File: config.mk
export PLATFORM = sky130hd
export DESIGN_NAME = adc_ctrl
export DESIGN_NICKNAME = d
export VERILOG_FILES = /design/src/verilog/adc_ctrl_pkg.sv /design/src/verilog/adc_ctrl.sv /design/src/verilog/edge_sync.sv
export SDC_FILE = /design/constraint.sdc
export NUM_CORES = 1
export LEC_CHECK = 0
export BUFFER_PORTS_ARGS = -buffer_cell sky130_fd_sc_hd__clkbuf_2
export CAP_MARGIN = 40
export CORE_ASPECT_RATIO = 0.75
export CORE_UTILIZATION = 35
export CTS_BUF_LIST = sky130_fd_sc_hd__clkbuf_16
export DETAILED_ROUTE_END_ITERATION = 12
export GPL_TIMING_DRIVEN = 0
export PLACE_DENSITY_LB_ADDON = 0.2
export SLEW_MARGIN = 20
export SYNTH_ARGS = -nofsm -noshare
export SYNTH_HDL_FRONTEND = slang
export SYNTH_SLANG_ARGS = --single-unit
File: constraint.sdc
create_clock -name CLK -period 3.1 [get_ports CLK]
set_input_delay 0.31 -clock CLK [delete_from_list [all_inputs] [get_ports CLK]]
set_output_delay 0.31 -clock CLK [all_outputs]
set_load 0.1 [all_outputs]
File: src/verilog/adc_ctrl_pkg.sv
/*
 Constants, field layout and types shared by the converter control block.
 Assumes a 100 MHz system clock and a classic Wishbone register port.
*/
package adc_ctrl_pkg;

   localparam int          ADR_W        = 8;
   localparam logic [7:0]  ADR_RESULT   = 8'h00;
   localparam logic [7:0]  ADR_CONFIG   = 8'h04;
   localparam logic [7:0]  ADR_LO_THR   = 8'h08;
   localparam logic [7:0]  ADR_HI_THR   = 8'h0C;

   localparam int          CFG_START    = 15;
   localparam int          CFG_GAIN_HI  = 11;
   localparam int          CFG_GAIN_LO  = 9;
   localparam int          CFG_MODE     = 8;
   localparam int          CFG_RATE_HI  = 7;
   localparam int          CFG_RATE_LO  = 5;
   localparam int          CFG_CMODE    = 4;
   localparam int          CFG_POL      = 3;
   localparam int          CFG_LATCH    = 2;
   localparam int          CFG_QUE_HI   = 1;
   localparam int          CFG_QUE_LO   = 0;

   localparam logic [15:0] CFG_RESET    = 16'h8583;
   localparam logic [15:0] CFG_WMASK    = 16'h0FFF;
   localparam logic [15:0] LO_RESET     = 16'h8000;
   localparam logic [15:0] HI_RESET     = 16'h7FFF;
   localparam logic [15:0] CODE_MAX     = 16'h7FFF;
   localparam logic [15:0] CODE_MIN     = 16'h8000;

   localparam int          RAW_W        = 20;
   localparam logic [2:0]  GAIN_MAX     = 3'h5;
   localparam logic [1:0]  QUE_OFF      = 2'h3;
   localparam logic [2:0]  HITS_CAP     = 3'h4;
   localparam logic [7:0]  GCALL_RESET  = 8'h06;

   localparam int          CLK_MHZ      = 100;
   localparam int          RDY_PULSE_NS = 8000;
   localparam int          RDY_CYC_INT  = RDY_PULSE_NS * CLK_MHZ / 1000;
   localparam logic [9:0]  RDY_PULSE_CYC = RDY_CYC_INT[9:0];

   typedef enum logic {ST_IDLE, ST_CONV} conv_state_type;

endpackage : adc_ctrl_pkg

File: src/verilog/adc_ctrl.sv
/*
 Converter control: conversion mode sequencing, result clipping, gain
 selection and the alert/ready comparator, with a classic Wishbone slave.
 Assumes the modulator/filter raises CONV_DONE asynchronously with
 CONV_DATA held stable until the next done edge, and that an I2C engine
 on CLK presents general call bytes and won alert responses as pulses.
*/
// Chosen here: the Wishbone slave port and the placing of the registers.
module adc_ctrl (
   input  wire logic                CLK,            // System clock
   input  wire logic                RST,            // Async reset
   input  wire logic                CE,             // Clock enable
   input  wire logic                WB_CYC_I,       // Bus cycle
   input  wire logic                WB_STB_I,       // Strobe
   input  wire logic                WB_WE_I,        // Write enable
   input  wire logic [7:0]          WB_ADR_I,       // Byte address
   input  wire logic [3:0]          WB_SEL_I,       // Byte lanes
   input  wire logic [31:0]         WB_DAT_I,       // Write data
   output logic      [31:0]         WB_DAT_O,       // Read data
   output logic                     WB_ACK_O,       // Acknowledge
   input  wire logic                CONV_DONE,      // Filter done level
   input  wire logic [19:0]         CONV_DATA,      // Raw filter word
   input  wire logic                GEN_CALL_STB,   // General call byte
   input  wire logic [7:0]          GEN_CALL_CMD,   // Its second byte
   input  wire logic                ALERT_RESP_WON, // Won alert response
   output logic                     CONV_RUN,       // Modulator enable
   output logic      [2:0]          GAIN_SEL,       // Gain code 0..5
   output logic      [2:0]          RATE_SEL,       // Data rate code
   output logic                     ALERT_O,        // Alert pin output
   output logic                     ALERT_OE        // Alert pin pull low
);

   adc_ctrl_pkg::conv_state_type state_ff;
   adc_ctrl_pkg::conv_state_type nxt_state;

   logic [15:0] cfg_ff;
   logic [15:0] result_ff;
   logic [15:0] lo_thr_ff;
   logic [15:0] hi_thr_ff;
   logic [2:0]  hits_ff;
   logic [2:0]  nxt_hits;
   logic        cmp_ff;
   logic        nxt_cmp;
   logic        rdy_lvl_ff;
   logic [9:0]  pulse_ff;
   logic        alert_oe_ff;
   logic        alert_o_ff;
   logic        ack_ff;
   logic [31:0] dat_o_ff;
   logic [2:0]  gain_ff;
   logic [2:0]  rate_ff;
   logic        run_ff;

   // Bus decode
   wire req     = WB_CYC_I & WB_STB_I & ~ack_ff;
   wire wr_req  = req & WB_WE_I;
   wire rd_req  = req & ~WB_WE_I;
   wire hit_res = (WB_ADR_I == adc_ctrl_pkg::ADR_RESULT);
   wire hit_cfg = (WB_ADR_I == adc_ctrl_pkg::ADR_CONFIG);
   wire hit_lo  = (WB_ADR_I == adc_ctrl_pkg::ADR_LO_THR);
   wire hit_hi  = (WB_ADR_I == adc_ctrl_pkg::ADR_HI_THR);

   // Byte-lane merge for the 16-bit registers
   function automatic logic [15:0] merge(input logic [15:0] old,
                                         input logic [31:0] d,
                                         input logic [3:0]  sel);
      merge = {sel[1] ? d[15:8] : old[15:8], sel[0] ? d[7:0] : old[7:0]};
   endfunction : merge

   wire [15:0] cfg_wr   = merge(cfg_ff, WB_DAT_I, WB_SEL_I)
                          & adc_ctrl_pkg::CFG_WMASK;
   wire        cfg_we   = wr_req & hit_cfg;
   wire        lo_we    = wr_req & hit_lo;
   wire        hi_we    = wr_req & hit_hi;
   wire [15:0] cfg_next = cfg_we ? cfg_wr : cfg_ff;

   // Configuration fields
   wire        single   = cfg_ff[adc_ctrl_pkg::CFG_MODE];
   wire        cmode    = cfg_ff[adc_ctrl_pkg::CFG_CMODE];
   wire        pol      = cfg_ff[adc_ctrl_pkg::CFG_POL];
   wire        latch    = cfg_ff[adc_ctrl_pkg::CFG_LATCH];
   wire [1:0]  que      = cfg_ff[adc_ctrl_pkg::CFG_QUE_HI:
                                 adc_ctrl_pkg::CFG_QUE_LO];
   wire [2:0]  gain_fld = cfg_ff[adc_ctrl_pkg::CFG_GAIN_HI:
                                 adc_ctrl_pkg::CFG_GAIN_LO];
   wire        que_on   = (que != adc_ctrl_pkg::QUE_OFF);
   // Codes above the last gain alias onto the highest gain
   wire [2:0]  gain_dec = (gain_fld > adc_ctrl_pkg::GAIN_MAX) ?
                          adc_ctrl_pkg::GAIN_MAX : gain_fld;

   // Soft reset from general call
   wire gcall = GEN_CALL_STB &
                (GEN_CALL_CMD == adc_ctrl_pkg::GCALL_RESET);

   // Conversion completion, crossed from the filter domain
   logic done_rise;
   edge_sync u_done_sync (
      .clk  (CLK),
      .rst  (RST),
      .ce   (CE),
      .din  (CONV_DONE),
      .rise (done_rise)
   );
   wire done_take = done_rise & (state_ff == adc_ctrl_pkg::ST_CONV);

   // Start request counts only when idle; a start bit written while busy falls away
   wire start_req = cfg_we & WB_SEL_I[1] &
                    WB_DAT_I[adc_ctrl_pkg::CFG_START] &
                    (state_ff == adc_ctrl_pkg::ST_IDLE);
   wire start_flag = (state_ff == adc_ctrl_pkg::ST_IDLE);

   // Clipping of the wide filter word
   wire signed [19:0] raw      = $signed(CONV_DATA);
   wire signed [19:0] raw_max  = 20'sh07FFF;
   wire signed [19:0] raw_min  = -20'sh08000;
   wire        [15:0] new_code = (raw > raw_max) ? adc_ctrl_pkg::CODE_MAX :
                                 (raw < raw_min) ? adc_ctrl_pkg::CODE_MIN :
                                 CONV_DATA[15:0];

   // Comparator evaluation of the newest code
   wire beyond_hi = $signed(new_code) > $signed(hi_thr_ff);
   wire below_lo  = $signed(new_code) < $signed(lo_thr_ff);
   wire beyond    = cmode ? (beyond_hi | below_lo) : beyond_hi;
   wire [2:0] hits_inc = (hits_ff == adc_ctrl_pkg::HITS_CAP) ?
                         hits_ff : hits_ff + 3'h1;
   wire [2:0] hits_need = (que == 2'h0) ? 3'h1 :
                          (que == 2'h1) ? 3'h2 : 3'h4;
   wire cmp_set   = done_take & beyond & (hits_inc >= hits_need);
   wire cmp_fall  = cmode ? ~beyond : below_lo;
   wire latch_clr = latch & ((rd_req & hit_res) | ALERT_RESP_WON);

   // Conversion-ready mode
   wire rdy_mode  = hi_thr_ff[15] & ~lo_thr_ff[15];
   wire asserted  = rdy_mode ? (rdy_lvl_ff | (pulse_ff != 10'h000)) :
                    cmp_ff;
   // Open drain: pull low when asserted and active low, or idle and high
   wire nxt_oe    = que_on & (asserted ^ pol);

   always_comb begin
      nxt_state = state_ff;
      unique case (state_ff)
         adc_ctrl_pkg::ST_IDLE: begin
            if (!single || start_req)
               nxt_state = adc_ctrl_pkg::ST_CONV;
         end
         adc_ctrl_pkg::ST_CONV: begin
            if (done_take && single)
               nxt_state = adc_ctrl_pkg::ST_IDLE;
         end
      endcase
   end

   always_comb begin
      nxt_hits = hits_ff;
      nxt_cmp  = cmp_ff;
      if (!que_on) begin
         nxt_hits = 3'h0;
         nxt_cmp  = 1'b0;
      end else begin
         if (done_take)
            nxt_hits = beyond ? hits_inc : 3'h0;
         if (cmp_set)
            nxt_cmp = 1'b1;
         else if (latch_clr)
            nxt_cmp = 1'b0;
         else if (done_take && cmp_fall && !latch)
            nxt_cmp = 1'b0;
      end
   end

   always_ff @(posedge CLK or posedge RST) begin
      if (RST) begin
         state_ff <= adc_ctrl_pkg::ST_IDLE;
      end else if (CE) begin
         if (gcall)
            state_ff <= adc_ctrl_pkg::ST_IDLE;
         else
            state_ff <= nxt_state;
      end
   end

   always_ff @(posedge CLK or posedge RST) begin
      if (RST) begin
         cfg_ff    <= adc_ctrl_pkg::CFG_RESET & adc_ctrl_pkg::CFG_WMASK;
         lo_thr_ff <= adc_ctrl_pkg::LO_RESET;
         hi_thr_ff <= adc_ctrl_pkg::HI_RESET;
      end else if (CE) begin
         if (gcall) begin
            cfg_ff    <= adc_ctrl_pkg::CFG_RESET & adc_ctrl_pkg::CFG_WMASK;
            lo_thr_ff <= adc_ctrl_pkg::LO_RESET;
            hi_thr_ff <= adc_ctrl_pkg::HI_RESET;
         end else begin
            cfg_ff <= cfg_next;
            if (lo_we)
               lo_thr_ff <= merge(lo_thr_ff, WB_DAT_I, WB_SEL_I);
            if (hi_we)
               hi_thr_ff <= merge(hi_thr_ff, WB_DAT_I, WB_SEL_I);
         end
      end
   end

   always_ff @(posedge CLK or posedge RST) begin
      if (RST) begin
         result_ff <= 16'h0000;
      end else if (CE) begin
         if (gcall)
            result_ff <= 16'h0000;
         else if (done_take)
            result_ff <= new_code;
      end
   end

   always_ff @(posedge CLK or posedge RST) begin
      if (RST) begin
         hits_ff <= 3'h0;
         cmp_ff  <= 1'b0;
      end else if (CE) begin
         hits_ff <= gcall ? 3'h0 : nxt_hits;
         cmp_ff  <= gcall ? 1'b0 : nxt_cmp;
      end
   end

   // Ready indication: a timed pulse when continuous, a level when single
   always_ff @(posedge CLK or posedge RST) begin
      if (RST) begin
         pulse_ff   <= 10'h000;
         rdy_lvl_ff <= 1'b0;
      end else if (CE) begin
         if (gcall) begin
            pulse_ff   <= 10'h000;
            rdy_lvl_ff <= 1'b0;
         end else begin
            if (done_take && !single)
               pulse_ff <= adc_ctrl_pkg::RDY_PULSE_CYC;
            else if (pulse_ff != 10'h000)
               pulse_ff <= pulse_ff - 10'h001;
            if (done_take && single)
               rdy_lvl_ff <= 1'b1;
            else if (start_req || !single)
               rdy_lvl_ff <= 1'b0;
         end
      end
   end

   always_ff @(posedge CLK or posedge RST) begin
      if (RST) begin
         alert_oe_ff <= 1'b0;
         alert_o_ff  <= 1'b0;
         gain_ff     <= 3'h0;
         rate_ff     <= 3'h0;
         run_ff      <= 1'b0;
      end else if (CE) begin
         alert_oe_ff <= nxt_oe;
         alert_o_ff  <= 1'b0;
         gain_ff     <= gain_dec;
         rate_ff     <= cfg_ff[adc_ctrl_pkg::CFG_RATE_HI:
                               adc_ctrl_pkg::CFG_RATE_LO];
         run_ff      <= (nxt_state == adc_ctrl_pkg::ST_CONV) & ~gcall;
      end
   end

   // Wishbone answer: one wait state, unmapped reads return zero
   wire [15:0] rd_mux = hit_res ? result_ff :
                        hit_cfg ? {start_flag, cfg_ff[14:0]} :
                        hit_lo  ? lo_thr_ff :
                        hit_hi  ? hi_thr_ff : 16'h0000;

   always_ff @(posedge CLK or posedge RST) begin
      if (RST) begin
         ack_ff   <= 1'b0;
         dat_o_ff <= 32'h0000_0000;
      end else if (CE) begin
         ack_ff   <= req;
         dat_o_ff <= rd_req ? {16'h0000, rd_mux} : 32'h0000_0000;
      end
   end

   assign WB_ACK_O = ack_ff;
   assign WB_DAT_O = dat_o_ff;
   assign CONV_RUN = run_ff;
   assign GAIN_SEL = gain_ff;
   assign RATE_SEL = rate_ff;
   assign ALERT_O  = alert_o_ff;
   assign ALERT_OE = alert_oe_ff;
endmodule : adc_ctrl

File: src/verilog/edge_sync.sv
/*
 Two-flop synchroniser with rising-edge detection on the synchronised level.
 Assumes the input is a level from outside the clock domain.
*/
module edge_sync (
   input  wire logic clk,    // System clock
   input  wire logic rst,    // Async reset, active high
   input  wire logic ce,     // Clock enable
   input  wire logic din,    // Asynchronous level
   output logic      rise    // One-cycle pulse on rising edge
);
   logic meta_ff;
   logic sync_ff;
   logic prev_ff;

   always_ff @(posedge clk or posedge rst) begin
      if (rst) begin
         meta_ff <= 1'b0;
         sync_ff <= 1'b0;
         prev_ff <= 1'b0;
      end else if (ce) begin
         meta_ff <= din;
         sync_ff <= meta_ff;
         prev_ff <= sync_ff;
      end
   end

   assign rise = sync_ff & ~prev_ff;

endmodule : edge_sync

# [Word-level counts from Yosys, hierarchy flattened]
# Cells that the tools add are included.
[totals] register_bits=123 out_inout_bits=42 in_bits=81 word_cells=144
[op_classes] n_addsub=2 order_cmp=6 bitwise=31 n_eq_ne=9 n_mux=44 reduce_logical=30
[op_table] operator="two-way mux 16 bit" n=13
[op_table] operator="two-way mux 10 bit" n=3
[op_table] operator="two-way mux 15 bit" n=2
[op_table] operator="two-way mux 3 bit" n=8
[op_table] operator="bitwise AND 1 bit" n=20
[op_table] operator="greater-than comparator 20 x 16 -> 1 bit (second input constant)" n=1
[op_table] operator="< comparator 20 x 16 -> 1 bit (second input constant)" n=1
[op_table] operator="AND reduction 3 bit" n=6
[op_table] operator="equality test 8 x 3 -> 1 bit (second input constant)" n=2
[op_table] operator="equality test 8 x 4 -> 1 bit (second input constant)" n=2
[op_table] operator="greater-than comparator 16 bit" n=1
[op_table] operator="< comparator 16 bit" n=1
[op_table] operator="two-way mux 8 bit" n=2
[op_table] operator="two-way mux 1 bit" n=14
[op_table] operator="AND reduction 2 bit" n=6
[op_table] operator="nonzero test 2 bit" n=6
[op_table] operator="nonzero test 10 bit" n=1
[op_table] operator="subtractor 10 x 1 -> 10 bit (second input constant)" n=1
[op_table] operator="zero test 8 bit" n=1
[op_table] operator="inverter 1 bit" n=7
[op_table] operator="nonzero test 3 bit" n=2
[op_table] operator="!= test 5 x 1 -> 1 bit (second input constant)" n=1
[op_table] operator="logical AND 1 bit" n=4
[op_table] operator="two-way mux 4 bit" n=1
[op_table] operator="13 further kinds" n=16

# [Longest topological paths before layout]
[logic_depth] ltp_word=15 depth_mapped=13 depth_no_buf=12

# [Modules after synthesis]
# Synthesis repeated with hierarchy kept, for this count alone.
[hier_totals] cells_unflattened=622 area_unflattened_um2=6005.8
[by_module_without_submodules] mod="adc_ctrl" instances=1 area_per_inst_um2=5886.9 cells_each=614 seq_area_each_um2=2528.7
[by_module_without_submodules] mod="edge_sync" instances=1 area_per_inst_um2=118.9 cells_each=8 seq_area_each_um2=75.1

# [Worst setup path after synthesis]
# No wires, ideal clock.
[synth_path] path_kind="input to register" start="input port CONV_DATA[18]" end="register cmp_ff" path_slack_ps=372 t_arrival_ps=2602 path_buffers=1 required_time_ps=2974 path_stages=13 setup_time_ps=126 path_cell_list="nor4_1 > nor2_1 > clkbuf_1 > o21ai_0 > inv_1 > ha_1 > o21ai_0 > a221o_1 > a21oi_1 > o221ai_2 > a22oi_2 > nor2_2 > a221o_1"
[synth_between] elab_chain_cells=12 word_cells_on_any_way=19 cone_classes="order compare: 4; eq/ne: 1; mux: 7; bitwise: 4; reduce/logical: 3"
[synth_rtl] element="start, declared" line="adc_ctrl.sv:22" rtl="input wire logic [19:0] CONV_DATA,"
[synth_rtl] element="< comparator 20 x 16 -> 1 bit" line="adc_ctrl.sv:117" rtl="(raw < raw_min) ? adc_ctrl_pkg::CODE_MIN :"
[synth_rtl] element="two-way mux 16 bit" line="adc_ctrl.sv:117"
[synth_rtl] element="two-way mux 16 bit *" line="adc_ctrl.sv:116" rtl="wire [15:0] new_code = (raw > raw_max) ? adc_ctrl_pkg::CODE_MAX :"
[synth_rtl] element="greater-than comparator 16 bit / < comparator 16 bit (equally long branches)" line="adc_ctrl.sv:121, adc_ctrl.sv:122"
[synth_rtl] element="OR 1 bit" line="adc_ctrl.sv:123" rtl="wire beyond = cmode ? (beyond_hi | below_lo) : beyond_hi;"
[synth_rtl] element="two-way mux 1 bit" line="adc_ctrl.sv:123"
[synth_rtl] element="inverter 1 bit" line="adc_ctrl.sv:129" rtl="wire cmp_fall = cmode ? ~beyond : below_lo;"
[synth_rtl] element="two-way mux 1 bit" line="adc_ctrl.sv:129"
[synth_rtl] element="logical AND 1 bit (2 in series)" line="adc_ctrl.sv:166" rtl="else if (done_take && cmp_fall && !latch)"
[synth_rtl] element="!= test 5 x 1 -> 1 bit (no line)"
[synth_rtl] element="AND reduction 2 bit (no line)"
[synth_rtl] element="end signal, assigned" line="adc_ctrl.sv:219" rtl="cmp_ff <= gcall ? 1'b0 : nxt_cmp;"
[synth_rtl] element="end, declared" line="adc_ctrl.sv:42" rtl="logic cmp_ff;"
# Mark *: on every way between the ends. The rest lies on a longest branch, timed or not.
# A chain may end at the register's enable or synchronous reset.

# [Worst setup path in the final report]
[layout_path] start="input port CONV_DATA[15]" end="register cmp_ff"
# The elaborated chain is that of the path after synthesis.

==> results by stage <==
Flow run:
- The tool flagged a number of max-cap violations equal to 0.

Critical path:
- The arrival time reported for the critical path endpoint is 3.20 ns.
- The critical path is of the input pin to flip-flop type.
- The worst register-to-register path has a setup slack of 0.41 ns.
- For the worst setup path, the data required time is 3.33 ns.
- STA classifies the critical path startpoint as an input pin.
- The category of the worst setup path capture point is a flip-flop.
- Of all nets on the critical path, the largest fanout is 10.

Synthesis:
- The number of distinct library cells after synthesis is 58.
- The biggest area contributor in the post-synthesis netlist is sky130_fd_sc_hd__dfrtp_1.
- After synthesis, the cell types taking the most area are sky130_fd_sc_hd__dfrtp_1, sky130_fd_sc_hd__dfstp_2, sky130_fd_sc_hd__ha_1, sky130_fd_sc_hd__o21ai_0, sky130_fd_sc_hd__mux4_2.
- The number of synthesis warnings is 0.
- The share of the synthesized area in the top cell type is 34.4%.
- After synthesis the cells add up to 0.00596 mm^2.
- The share of async-settable or async-resettable flops after synthesis is 100%.
- The primary flip-flop cell chosen by synthesis mapping is sky130_fd_sc_hd__dfrtp_1.
- The mean instance size in the synthesized netlist is 9.33 um^2.
- The number of enable flip-flop cells after synthesis is 0.
- Synthesis inferred 103 register bits.
- The sequential-to-total area share from yosys stat is 43.7%.
- The post-synthesis instance total is 639.

Finish:
- The fill cell total of the finished layout is 1621.
- Summing all multi-input logic gate instances after layout gives 0.00294 mm^2.
- The signed area change from the synthesized netlist to the final layout is 19.4%.
- The count of antenna diodes in the layout is 0.
- For this run, the post-layout net count is 872.
- The post-route netlist has 24.0% of its cells at a drive strength greater than 1.
- The area occupied by registers is 0.00260 mm^2.
- The finished cells cover 0.00712 mm^2.

Power and ir drop:
- The total power consumption of the routed design is 3.90 mW.
- The total power per unit cell area is 549 mW/mm^2.
- Across the VDD grid, the largest voltage drop is 0.254 mV.
- Summed over all cells, the static leakage comes to 3.49 nW.

Global route:
- The pin count of the biggest net entering global routing is 70.
- The global-route wire length before repair is 28800 um.
- The aggregate global routing overflow is 0.
- The via count of the first global-routing pass came to 5122.
- The initial antenna violation count is 0.
- Global routing consumed, over all layers together, 21.8% of the routing resources.

Placement:
- OpenSTA, run right after detailed placement, puts the worst setup slack at -0.752 ns.
- Input and output buffers added on the ports amount to 86.
- The HPWL reported at the end of detailed placement is 14100 um.
- The final estimated routing congestion in global placement is 0.950.
- Summing all placed instances gives a cell area of 0.00675 mm^2.

Detailed routing:
- The antenna violation net count after detailed routing is 0.
- For this block, the via count after detailed routing is 5209.
- The number of iterations in the first detailed-routing pass is 11.
- The first routing iteration left 386 violations.
- After detailed routing, the average wire length per cell comes to 19.0 um.
- After detailed routing, the number of remaining DRC violations is 5.
- Using the TritonRoute via totals, the vias-per-cell ratio works out to 5.38.
- The overall routed net length is 18500 um.

CTS:
- The number of setup buffers added after CTS is 0.
- The TritonCTS clock tree is yes.
- After clock tree synthesis, the clock-pin slew on the worst setup and hold paths is 0.07 ns.
- The number of clock sinks is 103.
- The H-tree generated during clock tree synthesis spans 3 levels.
- The latest clock arrival within the worst-skew pair is 0.35 ns.
- The CTS buffer count is 9.
- In this run the deepest clock path goes through 2 buffers.
- Clock tree synthesis selected as its root buffer the cell sky130_fd_sc_hd__clkbuf_16.

Timing:
- The normalized max-slew margin is 46.2%.
- At the pin with the least slew margin, the transition time is 0.808 ns.
- The worst hold margin is 0.189 ns.
- For this run, the top clock speed supported by timing is 337 MHz.
- The clock period could shrink to 2.97 ns.
- Setup slack on the critical path of the routed design comes to 0.132 ns.
- The final number of hold-violating endpoints is 0.
- The number of max-slew violations in the final report came to 0.
- Setup repair after global routing left no endpoint under its margin.
- The share of the cycle needed by the critical path after routing is 95.7%.
- Setup violations remaining at the end of the flow were counted as 0.
- Across the routed clock network, the largest skew measured is 0.00688 ns.

Die:
- In this run the horizontal extent of the chip is 153 um.
- 123 I/O pins were placed.
- The die boundary height is 115 um.
- The floorplan step defined a die boundary enclosing 0.0176 mm^2.
- The region available for standard cell placement spans 0.0163 mm^2.
- The initial utilization of the core area, before any placement, comes to 36.5%.
- In this run the core area contains 40 standard-cell rows.

Run status:
- The flow ran to the end, but the final reports show violations.
- The checks that failed: DRC.

Min path:
- In this run the worst hold path is classified as input pin to flip-flop.
[registers in the layout, indices dropped and copies added, names as in the netlist]
name,flops
rdy_lvl_ff,1
u_done_sync.meta_ff,1
RATE_SEL,3
ALERT_OE,1
lo_thr_ff,16
WB_DAT_O,16
WB_ACK_O,1
GAIN_SEL,3
state_ff,1
cmp_ff,1
u_done_sync.sync_ff,1
cfg_ff,12
hi_thr_ff,16
u_done_sync.prev_ff,1
hits_ff,3
pulse_ff,10
result_ff,16
[per-layer routing]
| metal | wire [um] | global-route usage [%] |
|---|---|---|
| met5 | 0 | 0 |
| met4 | 259 | 5.52 |
| met3 | 1030 | 4.49 |
| met2 | 8040 | 32.8 |
| met1 | 9120 | 32.1 |
[cell families after synthesis]
logic type               share of synthesized area (%)
flip-flops                                        43.7
adder cells (fa/ha/maj)                           7.77
multiplexers                                      6.93
other                                           0.0629
buffers and inverters                             8.67
AND/OR/NAND/NOR                                   14.3
AO/OA/AOI/OAI                                     18.0
XOR/XNOR                                         0.588
[stage by stage]
step / setup TNS (ns) / instances / util [%]
6_report: 0 / 969 / 43.6
5_1_grt: 0 / 969 / 43.6
4_1_cts: 0 / 969 / 43.4
3_5_place_dp: -2.54 / 952 / 41.3
3_3_place_gp: -98.82 / 951 / 41.2
2_1_floorplan: 0 / 655 / -
[worst max-delay path, cell delays in order]
cell and delay, ns:
sky130_fd_sc_hd__clkbuf_2 0.10, sky130_fd_sc_hd__and3_1 0.19, sky130_fd_sc_hd__a21o_1 0.23, sky130_fd_sc_hd__clkbuf_2 0.27
sky130_fd_sc_hd__o21ai_1 0.19, sky130_fd_sc_hd__inv_1 0.09, sky130_fd_sc_hd__ha_1 0.27, sky130_fd_sc_hd__o21ai_0 0.07
sky130_fd_sc_hd__a221o_1 0.39, sky130_fd_sc_hd__a21oi_2 0.20, sky130_fd_sc_hd__o221ai_4 0.19, sky130_fd_sc_hd__a22oi_2 0.27
sky130_fd_sc_hd__nor2_2 0.09, sky130_fd_sc_hd__a221o_1 0.33
[synth_stat cells, drive strengths merged, types with 2 or more instances]
library cell  number
dfstp             21
nor4b              3
nand2             65
or4                2
a21o               7
nor3              17
mux4              13
mux2               8
ha                37
a22oi              2
o31ai              6
nor4               6
nand4              9
o211ai             3
a21oi             30
nand3             25
nand2b             3
nor2b              4
clkbuf            23
inv               72
or2                2
mux2i              3
nor2              33
a211oi             2
a2111oi            2
o2bb2ai           18
o221ai             2
a31oi              7
buf               23
dfrtp             82
or3                5
and3               2
o21a               6
a221o              2
a22o               3
xnor2              4
o21ai             76
[power by group]
group	switching, mW	leakage [nW]	internal, mW
logic	0.627	2.12	0.391
registers	0.139	1.22	1.53
clock network	0.517	0.147	0.701
total	1.28	3.49	2.62
[timing repair]
item | CTS | global route
endpoints found under the setup margin | 4 | 4
resized for setup | 12 | 8
pin swaps | 0 | 2
hold buffers | 1 | 0
endpoints found under the hold margin | 29 | 0
[worst paths after layout]
check                                   start             endpoint  depth (start not counted)
worst min-delay path                CONV_DONE  u_done_sync.meta_ff                          2
worst max-delay path            CONV_DATA[15]               cmp_ff                         14
worst max register to register  lo_thr_ff[15]               cmp_ff                          9
max in group asynchronous                 RST        hi_thr_ff[14]                          4
min in group asynchronous                 RST  u_done_sync.sync_ff                          3
worst min register to register   WB_DAT_O[12]         WB_DAT_O[12]                          1
[final cells by class]
cell class	instances	area share, %
multi-input cells	433	41.4
flip-flops and latches	103	36.6
repair buffers	88	6.58
inverters	73	3.92
well taps	210	3.69
plain buffers	46	3.48
clock buffers	9	3.16
clock inverters	7	1.23
[cells in the final DEF, fill, tap and decap left out, drive strengths merged, types with 24 or more instances in the layout]
cell | Yosys | layout
nand3 | 25 | 25
nor2 | 33 | 33
o21ai | 76 | 76
a21oi | 30 | 30
inv | 72 | 72
buf | 23 | 24
ha | 37 | 37
nand2 | 65 | 65
dfrtp | 82 | 82
clkbuf | 23 | 118
Power figures use the tool's default switching activity.
